<file path="config.mk">
export PLATFORM = sky130hd
export DESIGN_NAME = emm_mapper
export DESIGN_NICKNAME = d
export VERILOG_FILES = /design/src/emm_pkg.sv /design/src/emm_frame_entry.sv /design/src/emm_mapper.sv
export VERILOG_INCLUDE_DIRS = /design/src
export SDC_FILE = /design/constraint.sdc
export NUM_CORES = 1
export LEC_CHECK = 0
export ABC_AREA = 0
export BUFFER_PORTS_ARGS = -buffer_cell sky130_fd_sc_hd__buf_4
export CORE_ASPECT_RATIO = 0.7
export CORE_MARGIN = 8
export CORE_UTILIZATION = 45
export CTS_CLUSTER_SIZE = 24
export DETAILED_ROUTE_END_ITERATION = 10
export GPL_TIMING_DRIVEN = 0
export PLACE_DENSITY_LB_ADDON = 0.05
export SYNTH_ARGS = -nofsm -noshare
export SYNTH_HDL_FRONTEND = slang
export SYNTH_HIERARCHICAL = 1
export SYNTH_SLANG_ARGS = --single-unit
</file>
<file path="constraint.sdc">
create_clock -name clk_sys_in -period 2.4 [get_ports clk_sys_in]
set_clock_uncertainty 0.2 [all_clocks]
set_input_delay 0 -clock clk_sys_in [delete_from_list [all_inputs] [get_ports clk_sys_in]]
set_output_delay 0 -clock clk_sys_in [all_outputs]
set_load 0.005 [all_outputs]
</file>
<file path="src/emm_cfg.svh">
// Constants for the expanded-memory page mapper: I/O offsets, field
// positions, reset values and geometry. Included by the package and modules.
`ifndef EMM_CFG_SVH
`define EMM_CFG_SVH

// I/O offsets of the mapper registers
`define EMM_IDX_ADDR 16'h0026
`define EMM_CTRL_ADDR 16'h0027
`define EMM_FSEL_ADDR 16'h006C
`define EMM_MDL_ADDR 16'h006E
`define EMM_MDH_ADDR 16'h006F

// Index value that opens the control register
`define EMM_IDX_KEY 8'h01
// Reset values
`define EMM_IDX_RST 8'h00
`define EMM_CTRL_RST 8'h00
`define EMM_FSEL_RST 8'h00
`define EMM_MDL_RST 8'h00
`define EMM_MDH_RST 8'h00

// Control register fields
`define EMM_CTRL_WIN_HI 7
`define EMM_CTRL_WIN_LO 6
`define EMM_CTRL_GEN_BIT 4
// Mapping-data high byte fields
`define EMM_MDH_EN_BIT 7
`define EMM_MDH_PAGE_HI 1

// Frame geometry
`define EMM_NUM_FRAMES 12
`define EMM_FRAME_IDX_W 4
`define EMM_PAGE_W 10
`define EMM_OFS_W 14
`define EMM_FIX_HI3 3'b100
`define EMM_WIN_BASE 4'hC
`define EMM_WIN_BAD 2'b11

`endif

</file>
<file path="src/emm_pkg.sv">
// Types shared by the page mapper modules.
// Assumes emm_cfg.svh is reachable on the include path.
`default_nettype none
`include "emm_cfg.svh"

package emm_pkg;

  // One core bus cycle request
  typedef struct packed {
    logic io;
    logic write;
    logic ube_n;
    logic [19:0] addr;
    logic [15:0] wdata;
  } emm_cycle_s;

  // One frame's stored mapping
  typedef struct packed {
    logic en;
    logic [`EMM_PAGE_W-1:0] page;
  } emm_entry_s;

  // Frame lookup result
  typedef struct packed {
    logic hit;
    logic [`EMM_FRAME_IDX_W-1:0] idx;
  } emm_frame_s;

  typedef enum logic [0:0] {
    EMM_ST_IDLE = 1'b0,
    EMM_ST_EXT = 1'b1
  } emm_state_e;

  // Upper six address bits to frame index; window 11 matches nothing
  function automatic emm_frame_s emm_frame_lookup(input logic [5:0] hi6,
                                                  input logic [1:0] win);
    emm_frame_s r;
    r = '0;
    if (hi6[5:3] == `EMM_FIX_HI3) begin
      r.hit = 1'b1;
      r.idx = {1'b0, hi6[2:0]};
    end else if (win != `EMM_WIN_BAD && hi6[5:2] == (`EMM_WIN_BASE + {2'b00, win})) begin
      r.hit = 1'b1;
      r.idx = {2'b10, hi6[1:0]};
    end
    return r;
  endfunction : emm_frame_lookup

endpackage : emm_pkg
`default_nettype wire

</file>
<file path="src/emm_frame_entry.sv">
// One page frame's mapping-data pair (low and high byte).
// Assumes write enables come from the decoded, frame-selected access.
`default_nettype none
`include "emm_cfg.svh"

module emm_frame_entry
  import emm_pkg::*;
(
  // Clock and reset
  input wire logic clk_sys_in,
  input wire logic sys_rst_in,
  // Byte writes
  input wire logic we_lo_in,
  input wire logic we_hi_in,
  input wire logic [15:0] wdata_in,
  // Stored mapping
  output emm_entry_s entry_out
);

  logic [7:0] low_reg;
  logic [2:0] high_reg; // Enable plus page bits 23:22

  // Low byte holds page bits 21:14
  always_ff @(posedge clk_sys_in) begin
    if (sys_rst_in) begin
      low_reg <= `EMM_MDL_RST;
    end else if (we_lo_in) begin
      low_reg <= wdata_in[7:0];
    end
  end

  // High byte keeps only the enable and two top page bits
  always_ff @(posedge clk_sys_in) begin
    if (sys_rst_in) begin
      high_reg <= 3'h0;
    end else if (we_hi_in) begin
      high_reg <= {wdata_in[8+`EMM_MDH_EN_BIT], wdata_in[9:8]};
    end
  end

  // One driver for the whole entry: enable, then page bits 23:14
  assign entry_out = {high_reg, low_reg};

endmodule : emm_frame_entry
`default_nettype wire

</file>
<file path="src/emm_mapper.sv">
// Expanded-memory page mapper with its I/O register file and bus front.
// Assumes the core presents one request pulse per cycle while not busy;
// external ready is an asynchronous pin and is synchronised here.
//
// Function
// - Mapped addresses swap the top 6 bits for 10 page bits, low 14 bits always pass.
// - Twelve 16 Kbyte frames exist, eight fixed at 80000H to 9FFFFH.
// - Control bits 7:6 place four frames at C, D or E 64K window; 11 maps nothing.
// - Port 0027H is the control register only while the index holds 01H, else external.
// - The index at 0026H resets to 00H and stores all eight bits written.
// - Control bit 4 enables translation; when clear every access is unmapped.
// - A frame whose enable bit is set redirects to its 10-bit page, else untouched.
// - Frame select at 006CH keeps bits 7:2, reads zero in 1:0, and picks the pair.
// - Data low at 006EH holds page bits 21:14; high at 006FH holds enable and top bits.
// - A word write of 8048h at 006EH enables the frame and maps it to 120000H.
// - Register cycles keep all five external strobes high.
// - Register cycles finish with zero waits and ignore external ready.
`default_nettype none
`include "emm_cfg.svh"

module emm_mapper
  import emm_pkg::*;
(
  // Clock and reset
  input wire logic clk_sys_in,
  input wire logic sys_rst_in,
  // Core cycle request
  input wire logic cyc_valid_in,
  input wire emm_cycle_s cyc_req_in,
  output logic cyc_busy_out,
  output logic cyc_done_out,
  output logic [15:0] cyc_rdata_out,
  // External bus
  output logic [23:0] bus_addr_out,
  output logic [15:0] bus_wdata_out,
  output logic bus_io_out,
  output logic read_strobe_n_out,
  output logic write_strobe_n_out,
  output logic buffer_enable_n_out,
  output logic buffer_direction_out,
  output logic upper_byte_enable_n_out,
  input wire logic ext_ready_n_in,
  input wire logic [15:0] ext_rdata_in
);

  ////////////////////////////////////////////////////////////////////////
  // Registers and state

  emm_state_e state_reg;
  logic [7:0] index_reg;
  logic [7:0] control_reg;
  logic [5:0] fsel_reg;
  logic [1:0] ready_sync_reg;
  logic [15:0] rdata_s1_reg, rdata_s2_reg;
  logic [1:0] age_reg;
  emm_entry_s entries [`EMM_NUM_FRAMES];

  logic take, wr, internal, ext_end;
  logic lane_lo, lane_hi;
  logic [15:0] a_lo, a_hi;
  logic hit_idx, hit_ctl, hit_fsel, hit_mdl, hit_mdh;
  logic [1:0] win;
  emm_frame_s fsel_frame, mem_frame;
  emm_entry_s sel_entry, mem_entry;
  logic [23:0] addr_next;
  logic [15:0] rdata_next;

  ////////////////////////////////////////////////////////////////////////
  // Decode

  assign take = cyc_valid_in && (state_reg == EMM_ST_IDLE);
  assign wr = cyc_req_in.write;
  assign win = control_reg[`EMM_CTRL_WIN_HI:`EMM_CTRL_WIN_LO];
  // Even address carries the low lane, upper enable the high lane
  assign lane_lo = !cyc_req_in.addr[0];
  assign lane_hi = !cyc_req_in.ube_n;
  assign a_lo = {cyc_req_in.addr[15:1], 1'b0};
  assign a_hi = {cyc_req_in.addr[15:1], 1'b1};

  assign hit_idx = cyc_req_in.io && lane_lo && (a_lo == `EMM_IDX_ADDR);
  // control visible only behind the key; a word write at 0026H still
  // checks the old index, so the control byte is written only if it already held 01H
  assign hit_ctl = cyc_req_in.io && lane_hi && (a_hi == `EMM_CTRL_ADDR)
                   && (index_reg == `EMM_IDX_KEY);
  assign hit_fsel = cyc_req_in.io && lane_lo && (a_lo == `EMM_FSEL_ADDR);
  assign hit_mdl = cyc_req_in.io && lane_lo && (a_lo == `EMM_MDL_ADDR);
  assign hit_mdh = cyc_req_in.io && lane_hi && (a_hi == `EMM_MDH_ADDR);
  assign internal = hit_idx || hit_ctl || hit_fsel || hit_mdl || hit_mdh;

  // frame select chooses the data pair; unknown values reach none
  assign fsel_frame = emm_frame_lookup(fsel_reg, win);
  // the same lookup places the eight fixed and four window frames
  // the window field moves the four upper frames
  assign mem_frame = emm_frame_lookup(cyc_req_in.addr[19:14], win);

  // Selected entries, zero when no frame matches
  always_comb begin
    sel_entry = '0;
    mem_entry = '0;
    if (fsel_frame.hit) begin
      sel_entry = entries[fsel_frame.idx];
    end
    if (mem_frame.hit) begin
      mem_entry = entries[mem_frame.idx];
    end
  end

  ////////////////////////////////////////////////////////////////////////
  // Frame storage

  // One entry per frame, written through the frame select
  genvar gi;
  generate
    for (gi = 0; gi < `EMM_NUM_FRAMES; gi++) begin : g_frame
      logic hit_me;
      assign hit_me = fsel_frame.hit && (fsel_frame.idx == 4'(gi));
      // a word write fills both bytes of the pair at once
      emm_frame_entry u_entry (
        .clk_sys_in(clk_sys_in),
        .sys_rst_in(sys_rst_in),
        .we_lo_in(take && wr && hit_mdl && hit_me),
        .we_hi_in(take && wr && hit_mdh && hit_me),
        .wdata_in(cyc_req_in.wdata),
        .entry_out(entries[gi])
      );
    end
  endgenerate

  ////////////////////////////////////////////////////////////////////////
  // Register writes

  always_ff @(posedge clk_sys_in) begin
    if (sys_rst_in) begin
      index_reg <= `EMM_IDX_RST;
    end else if (take && wr && hit_idx) begin
      index_reg <= cyc_req_in.wdata[7:0];
    end
  end

  // control keeps window and global enable, low bits read zero
  always_ff @(posedge clk_sys_in) begin
    if (sys_rst_in) begin
      control_reg <= `EMM_CTRL_RST;
    end else if (take && wr && hit_ctl) begin
      control_reg <= {cyc_req_in.wdata[15:14], 1'b0, cyc_req_in.wdata[12], 4'h0};
    end
  end

  always_ff @(posedge clk_sys_in) begin
    if (sys_rst_in) begin
      fsel_reg <= 6'(`EMM_FSEL_RST >> 2);
    end else if (take && wr && hit_fsel) begin
      fsel_reg <= cyc_req_in.wdata[7:2];
    end
  end

  ////////////////////////////////////////////////////////////////////////
  // Translation and read data

  // low 14 bits always pass through
  // per-frame enable picks the 10-bit page
  always_comb begin
    addr_next = {4'h0, cyc_req_in.addr};
    if (!cyc_req_in.io && control_reg[`EMM_CTRL_GEN_BIT] && mem_frame.hit
        && mem_entry.en) begin
      addr_next = {mem_entry.page, cyc_req_in.addr[`EMM_OFS_W-1:0]};
    end
  end

  // reads return stored contents on their own lanes
  always_comb begin
    rdata_next = 16'h0000;
    if (hit_idx) begin
      rdata_next[7:0] = index_reg;
    end
    if (hit_fsel) begin
      rdata_next[7:0] = {fsel_reg, 2'b00};
    end
    if (hit_mdl) begin
      rdata_next[7:0] = sel_entry.page[7:0];
    end
    if (hit_ctl) begin
      rdata_next[15:8] = control_reg;
    end
    if (hit_mdh) begin
      rdata_next[15:8] = {sel_entry.en, 5'h00, sel_entry.page[9:8]};
    end
  end

  ////////////////////////////////////////////////////////////////////////
  // Pin synchronisers

  // Ready and read data are pin inputs, two stages before use
  always_ff @(posedge clk_sys_in) begin
    if (sys_rst_in) begin
      ready_sync_reg <= 2'b11;
      rdata_s1_reg <= 16'h0000;
      rdata_s2_reg <= 16'h0000;
    end else begin
      ready_sync_reg <= {ready_sync_reg[0], ext_ready_n_in};
      rdata_s1_reg <= ext_rdata_in;
      rdata_s2_reg <= rdata_s1_reg;
    end
  end

  ////////////////////////////////////////////////////////////////////////
  // Cycle sequencer

  // Ready is trusted from the third edge on; before that the sync may hold the last low
  assign ext_end = (state_reg == EMM_ST_EXT) && (age_reg == 2'h2) && !ready_sync_reg[1];
  // External cycles wait on synchronised ready; internal ones never leave idle
  always_ff @(posedge clk_sys_in) begin
    if (sys_rst_in) begin
      state_reg <= EMM_ST_IDLE;
      cyc_busy_out <= 1'b0;
      age_reg <= 2'h0;
    end else begin
      unique case (state_reg)
        EMM_ST_IDLE: begin
          age_reg <= 2'h0;
          if (take && !internal) begin
            state_reg <= EMM_ST_EXT;
            cyc_busy_out <= 1'b1;
          end
        end
        EMM_ST_EXT: begin
          if (age_reg != 2'h2) begin
            age_reg <= age_reg + 2'h1;
          end
          if (ext_end) begin
            state_reg <= EMM_ST_IDLE;
            cyc_busy_out <= 1'b0;
          end
        end
      endcase
    end
  end

  // Completion pulse and read data
  always_ff @(posedge clk_sys_in) begin
    if (sys_rst_in) begin
      cyc_done_out <= 1'b0;
      cyc_rdata_out <= 16'h0000;
    end else begin
      cyc_done_out <= 1'b0;
      // register cycles done next edge, ready not consulted
      if (take && internal) begin
        cyc_done_out <= 1'b1;
        cyc_rdata_out <= rdata_next;
      end else if (ext_end) begin
        cyc_done_out <= 1'b1;
        cyc_rdata_out <= rdata_s2_reg;
      end
    end
  end

  // Address and data latched at the start of an external cycle
  always_ff @(posedge clk_sys_in) begin
    if (sys_rst_in) begin
      bus_addr_out <= 24'h00_0000;
      bus_wdata_out <= 16'h0000;
      bus_io_out <= 1'b0;
    end else if (take && !internal) begin
      bus_addr_out <= addr_next;
      bus_wdata_out <= cyc_req_in.wdata;
      bus_io_out <= cyc_req_in.io;
    end
  end

  // strobes only go low for external cycles, so register cycles
  // leave every one of them high
  always_ff @(posedge clk_sys_in) begin
    if (sys_rst_in || ext_end) begin
      read_strobe_n_out <= 1'b1;
      write_strobe_n_out <= 1'b1;
      buffer_enable_n_out <= 1'b1;
      buffer_direction_out <= 1'b1;
      upper_byte_enable_n_out <= 1'b1;
    end else if (take && !internal) begin
      read_strobe_n_out <= wr;
      write_strobe_n_out <= !wr;
      buffer_enable_n_out <= 1'b0;
      buffer_direction_out <= wr; // Low steers the buffer toward the core
      upper_byte_enable_n_out <= cyc_req_in.ube_n;
    end
  end

endmodule : emm_mapper
`default_nettype wire

</file>
==> qor.yml <==
whs_path_depth: 3
violations: "negative setup slack"
grt_use_met1: 0.4523
fin_crit_sh: 1.127
synthTopCellsByArea: "dfxtp_1 (42%), mux2i_1 (14%), nor2_1 (6.9%)"
die_h_um: 151.7
yosysWarnings: 6
pwr-share-comb: 0.090
cpPeakStageDelay_ns: 0.39
finalHoldViolCount: 0
fin_crit_ns: 2.706
clkTransAtPathRegs_ns: 0.06
worst-path-max-fanout: 9
ys_async_sr_fraction: 0
min_path_type: "primary input to flop"
crit_type: "flop to flop"
fmaxAchievable_mhz: 369.6
numPortBuffers: 120
grt_overflow: 0
cts_made_buffers: 26
yosysMostFrequentCell: "dfxtp_1"
hpwl_mm: 35.48
maxCapViolations: 0
dpl.cell_count: 1826
pwr-share-clk: 0.456
p_seq_frac: 0.454
clock_sinks: 249
synth_area_leader_cell: "dfxtp_1"
timing.rr.start: "control_reg[6]"
synth_flop_cell: "dfxtp_1"
mappedNetlistArea_um2: 11850
antennaDiodeCount: 0
p_per_area_nw_per_um2: 571.9
fp-row-count: 49
drt_iter0_markers: 1402
synthToLayoutAreaGrowth_pct: 37.64
synthCells: 1375
p_sw_uw: 2303
syn-num-nets: 1435
grt_max_degree: 26
nets: 1699
slowest_stage: "dfxtp_4"
slew_headroom: 0.1773
drive_above_1_share: 0.2728
vias: 12070
synth_cell_type_count: 90
drt_wl_total_mm: 52.42
synth_edf_count: 0
synth_top_area_frac: 0.4208
min_from: "ext_rdata_in[4]"
p_leak_uw: 0.006026
holdWs_ns: 0.01352
setup_viol: 88
clockBufferDepth: 3
ir_drop_uv: 622.5
fill_cells: 2227
crit_chain: "buf_4 -> xnor2_4 -> a22oi_4 -> a2111o_1 -> buf_6 -> buf_12 -> nor3_1 -> nor4_2 -> o2111ai_2 -> a211oi_2"
grt_use_met2: 0.4145
reg2reg_depth: 10
top_usage_layer: "met1"
critPathTopFamily: "compound AO/OA/AOI/OAI gates"
grt_util_met3: 0.1262
via_per_inst: 6.072
synth_commonest_cells: "dfxtp_1 (249), nor2_1 (217), nand2_1 (198)"
utilization: 0.6331
startpoint_type: "flop"
die-area_um2: 31850
p_sw_frac: 0.2470
syn_avg_cell_area_um2: 8.615
drc: 0
arrival_ns: 2.97
hold_end: "rdata_s1_reg[4]"
setup_slack_ns: -0.3059
wl_per_cell_um: 26.37
cp-end-kind: "flop"
grt_pass1_vias: 11340
fin_cells: 1988
grt_use_total: 0.3133
h-tree-depth: 1
regToRegSetupSlack_ns: -0.31
grt_setup_unrepaired: "yes"
firstDrtPassIters: 6
design.portCount: 123
r2r_end: "cyc_rdata_out[9]"
worst-path-buf-inv: 3
fp.coreArea_um2: 25750
status: "finished with violations"
start_util: 0.4600
seq_area_frac_synth: 0.4208
p_total_uw: 9324
drtAntennaViolNets: 0
worstSkewPairLatency_ns: 0.56
die_w_um: 209.9
root_buffer: "clkbuf_16"
drv_slew: 0
tightest_slew_ns: 1.234
ys_ff_latch: 249
p_int_uw: 7022
antenna_found_initial: 0
gp_congestion: 1.030
largest_reg_flops: 96
required_ns: 2.67
cts_tree: "built"
grt_pass1_wl_mm: 74.58
==> area by class of cell <==
class | instances | area (um^2) | share of cell area
multi-input combinational | 1010 | 7109 | 0.4361
sequential | 249 | 5002 | 0.3068
timing repair buffer | 244 | 2091 | 0.1282
clock buffer | 37 | 783.3 | 0.04804
buffer | 92 | 742.0 | 0.04551
tap | 331 | 414.1 | 0.02540
clock inverter | 9 | 101.3 | 0.006216
inverter | 16 | 60.06 | 0.003684
==> tightest hold or removal path: stages <==
cell	delay (ns)
dlygate4sd3_1	0.52
buf_4	0.09
nor2b_1	0.11
==> layout by cell type (no fill, tap or decap), types with 10 or more instances in the layout <==
cell,synthesis,layout
dfxtp_1,249,241
nor2_1,217,196
nand2_1,198,194
buf_4,13,179
mux2i_1,162,159
a21oi_1,74,69
dlygate4sd3_1,0,61
nor2b_1,42,41
nand3_1,31,28
clkbuf_1,43,28
clkbuf_16,0,28
buf_6,15,27
o22ai_1,29,20
buf_2,28,19
a31oi_1,19,16
nor2_4,0,15
inv_1,14,14
nor3_1,23,13
mux2_2,12,12
o21ai_0,17,11
a221o_1,10,10
buf_12,0,10
==> how the worst max path moves through the flow <==
stage	start	to	slack, ns	cells after the start
floorplan	fsel_reg[2]	g_frame[0].u_entry/low_reg[0]	-0.05	10
global placement	fsel_reg[0]	cyc_rdata_out[0]	-1.10	7
detailed placement	fsel_reg[0]	cyc_rdata_out[0]	-1.06	7
CTS	control_reg[6]	bus_addr_out[19]	-0.24	7
global route	fsel_reg[2]	cyc_rdata_out[9]	-0.27	10
finish	control_reg[6]	cyc_rdata_out[9]	-0.31	10
==> through the flow <==
stage                     instance area (um^2)  setup TNS, ns  worst slack [ns]
after floorplan                          11860        -0.8136          -0.05091
after global placement                   13170         -73.38            -1.102
after detailed placement                 13170         -77.09            -1.059
after CTS                                15790         -6.263           -0.2402
after global routing                     16300         -13.86           -0.2714
final                                    16300         -7.954           -0.3059
==> kinds of logic (layout without fill, tap and decap cells) <==
family / count (synthesis) / count (layout) / share of synthesized area
AND/OR/NAND/NOR: 570 / 570 / 0.2134
adder cells (fa/ha/maj): 1 / 1 / 0.001056
buffers and inverters: 117 / 398 / 0.05366
XOR/XNOR: 3 / 3 / 0.002853
AO/OA/AOI/OAI: 259 / 260 / 0.1561
multiplexers: 176 / 176 / 0.1521
flip-flops: 249 / 249 / 0.4208
==> what timing repair did <==
action,CTS,global route
hold buffers,62,0
setup buffers,41,21
pin swaps,50,44
gates cloned,1,2
endpoints found under the setup margin,176,186
gates resized for setup,187,84
hold endpoints to repair,214,0
==> metal layers <==
metal,vias up,part of all wire
met4,5,0.037
met3,146,0.15
met2,827,0.37
met5,-,0.0015
met1,5723,0.44
li1,5371,-
==> power groups by stage <==
stage	registers, uW	clock network, uW	logic, uW
floorplan	4330	0	286
global placement	4330	0	657
detailed placement	4330	0	662
CTS	4240	4270	768
global route	4240	4460	870
finish	4240	4250	835
Note: power is estimated with default switching activity, not from simulation.
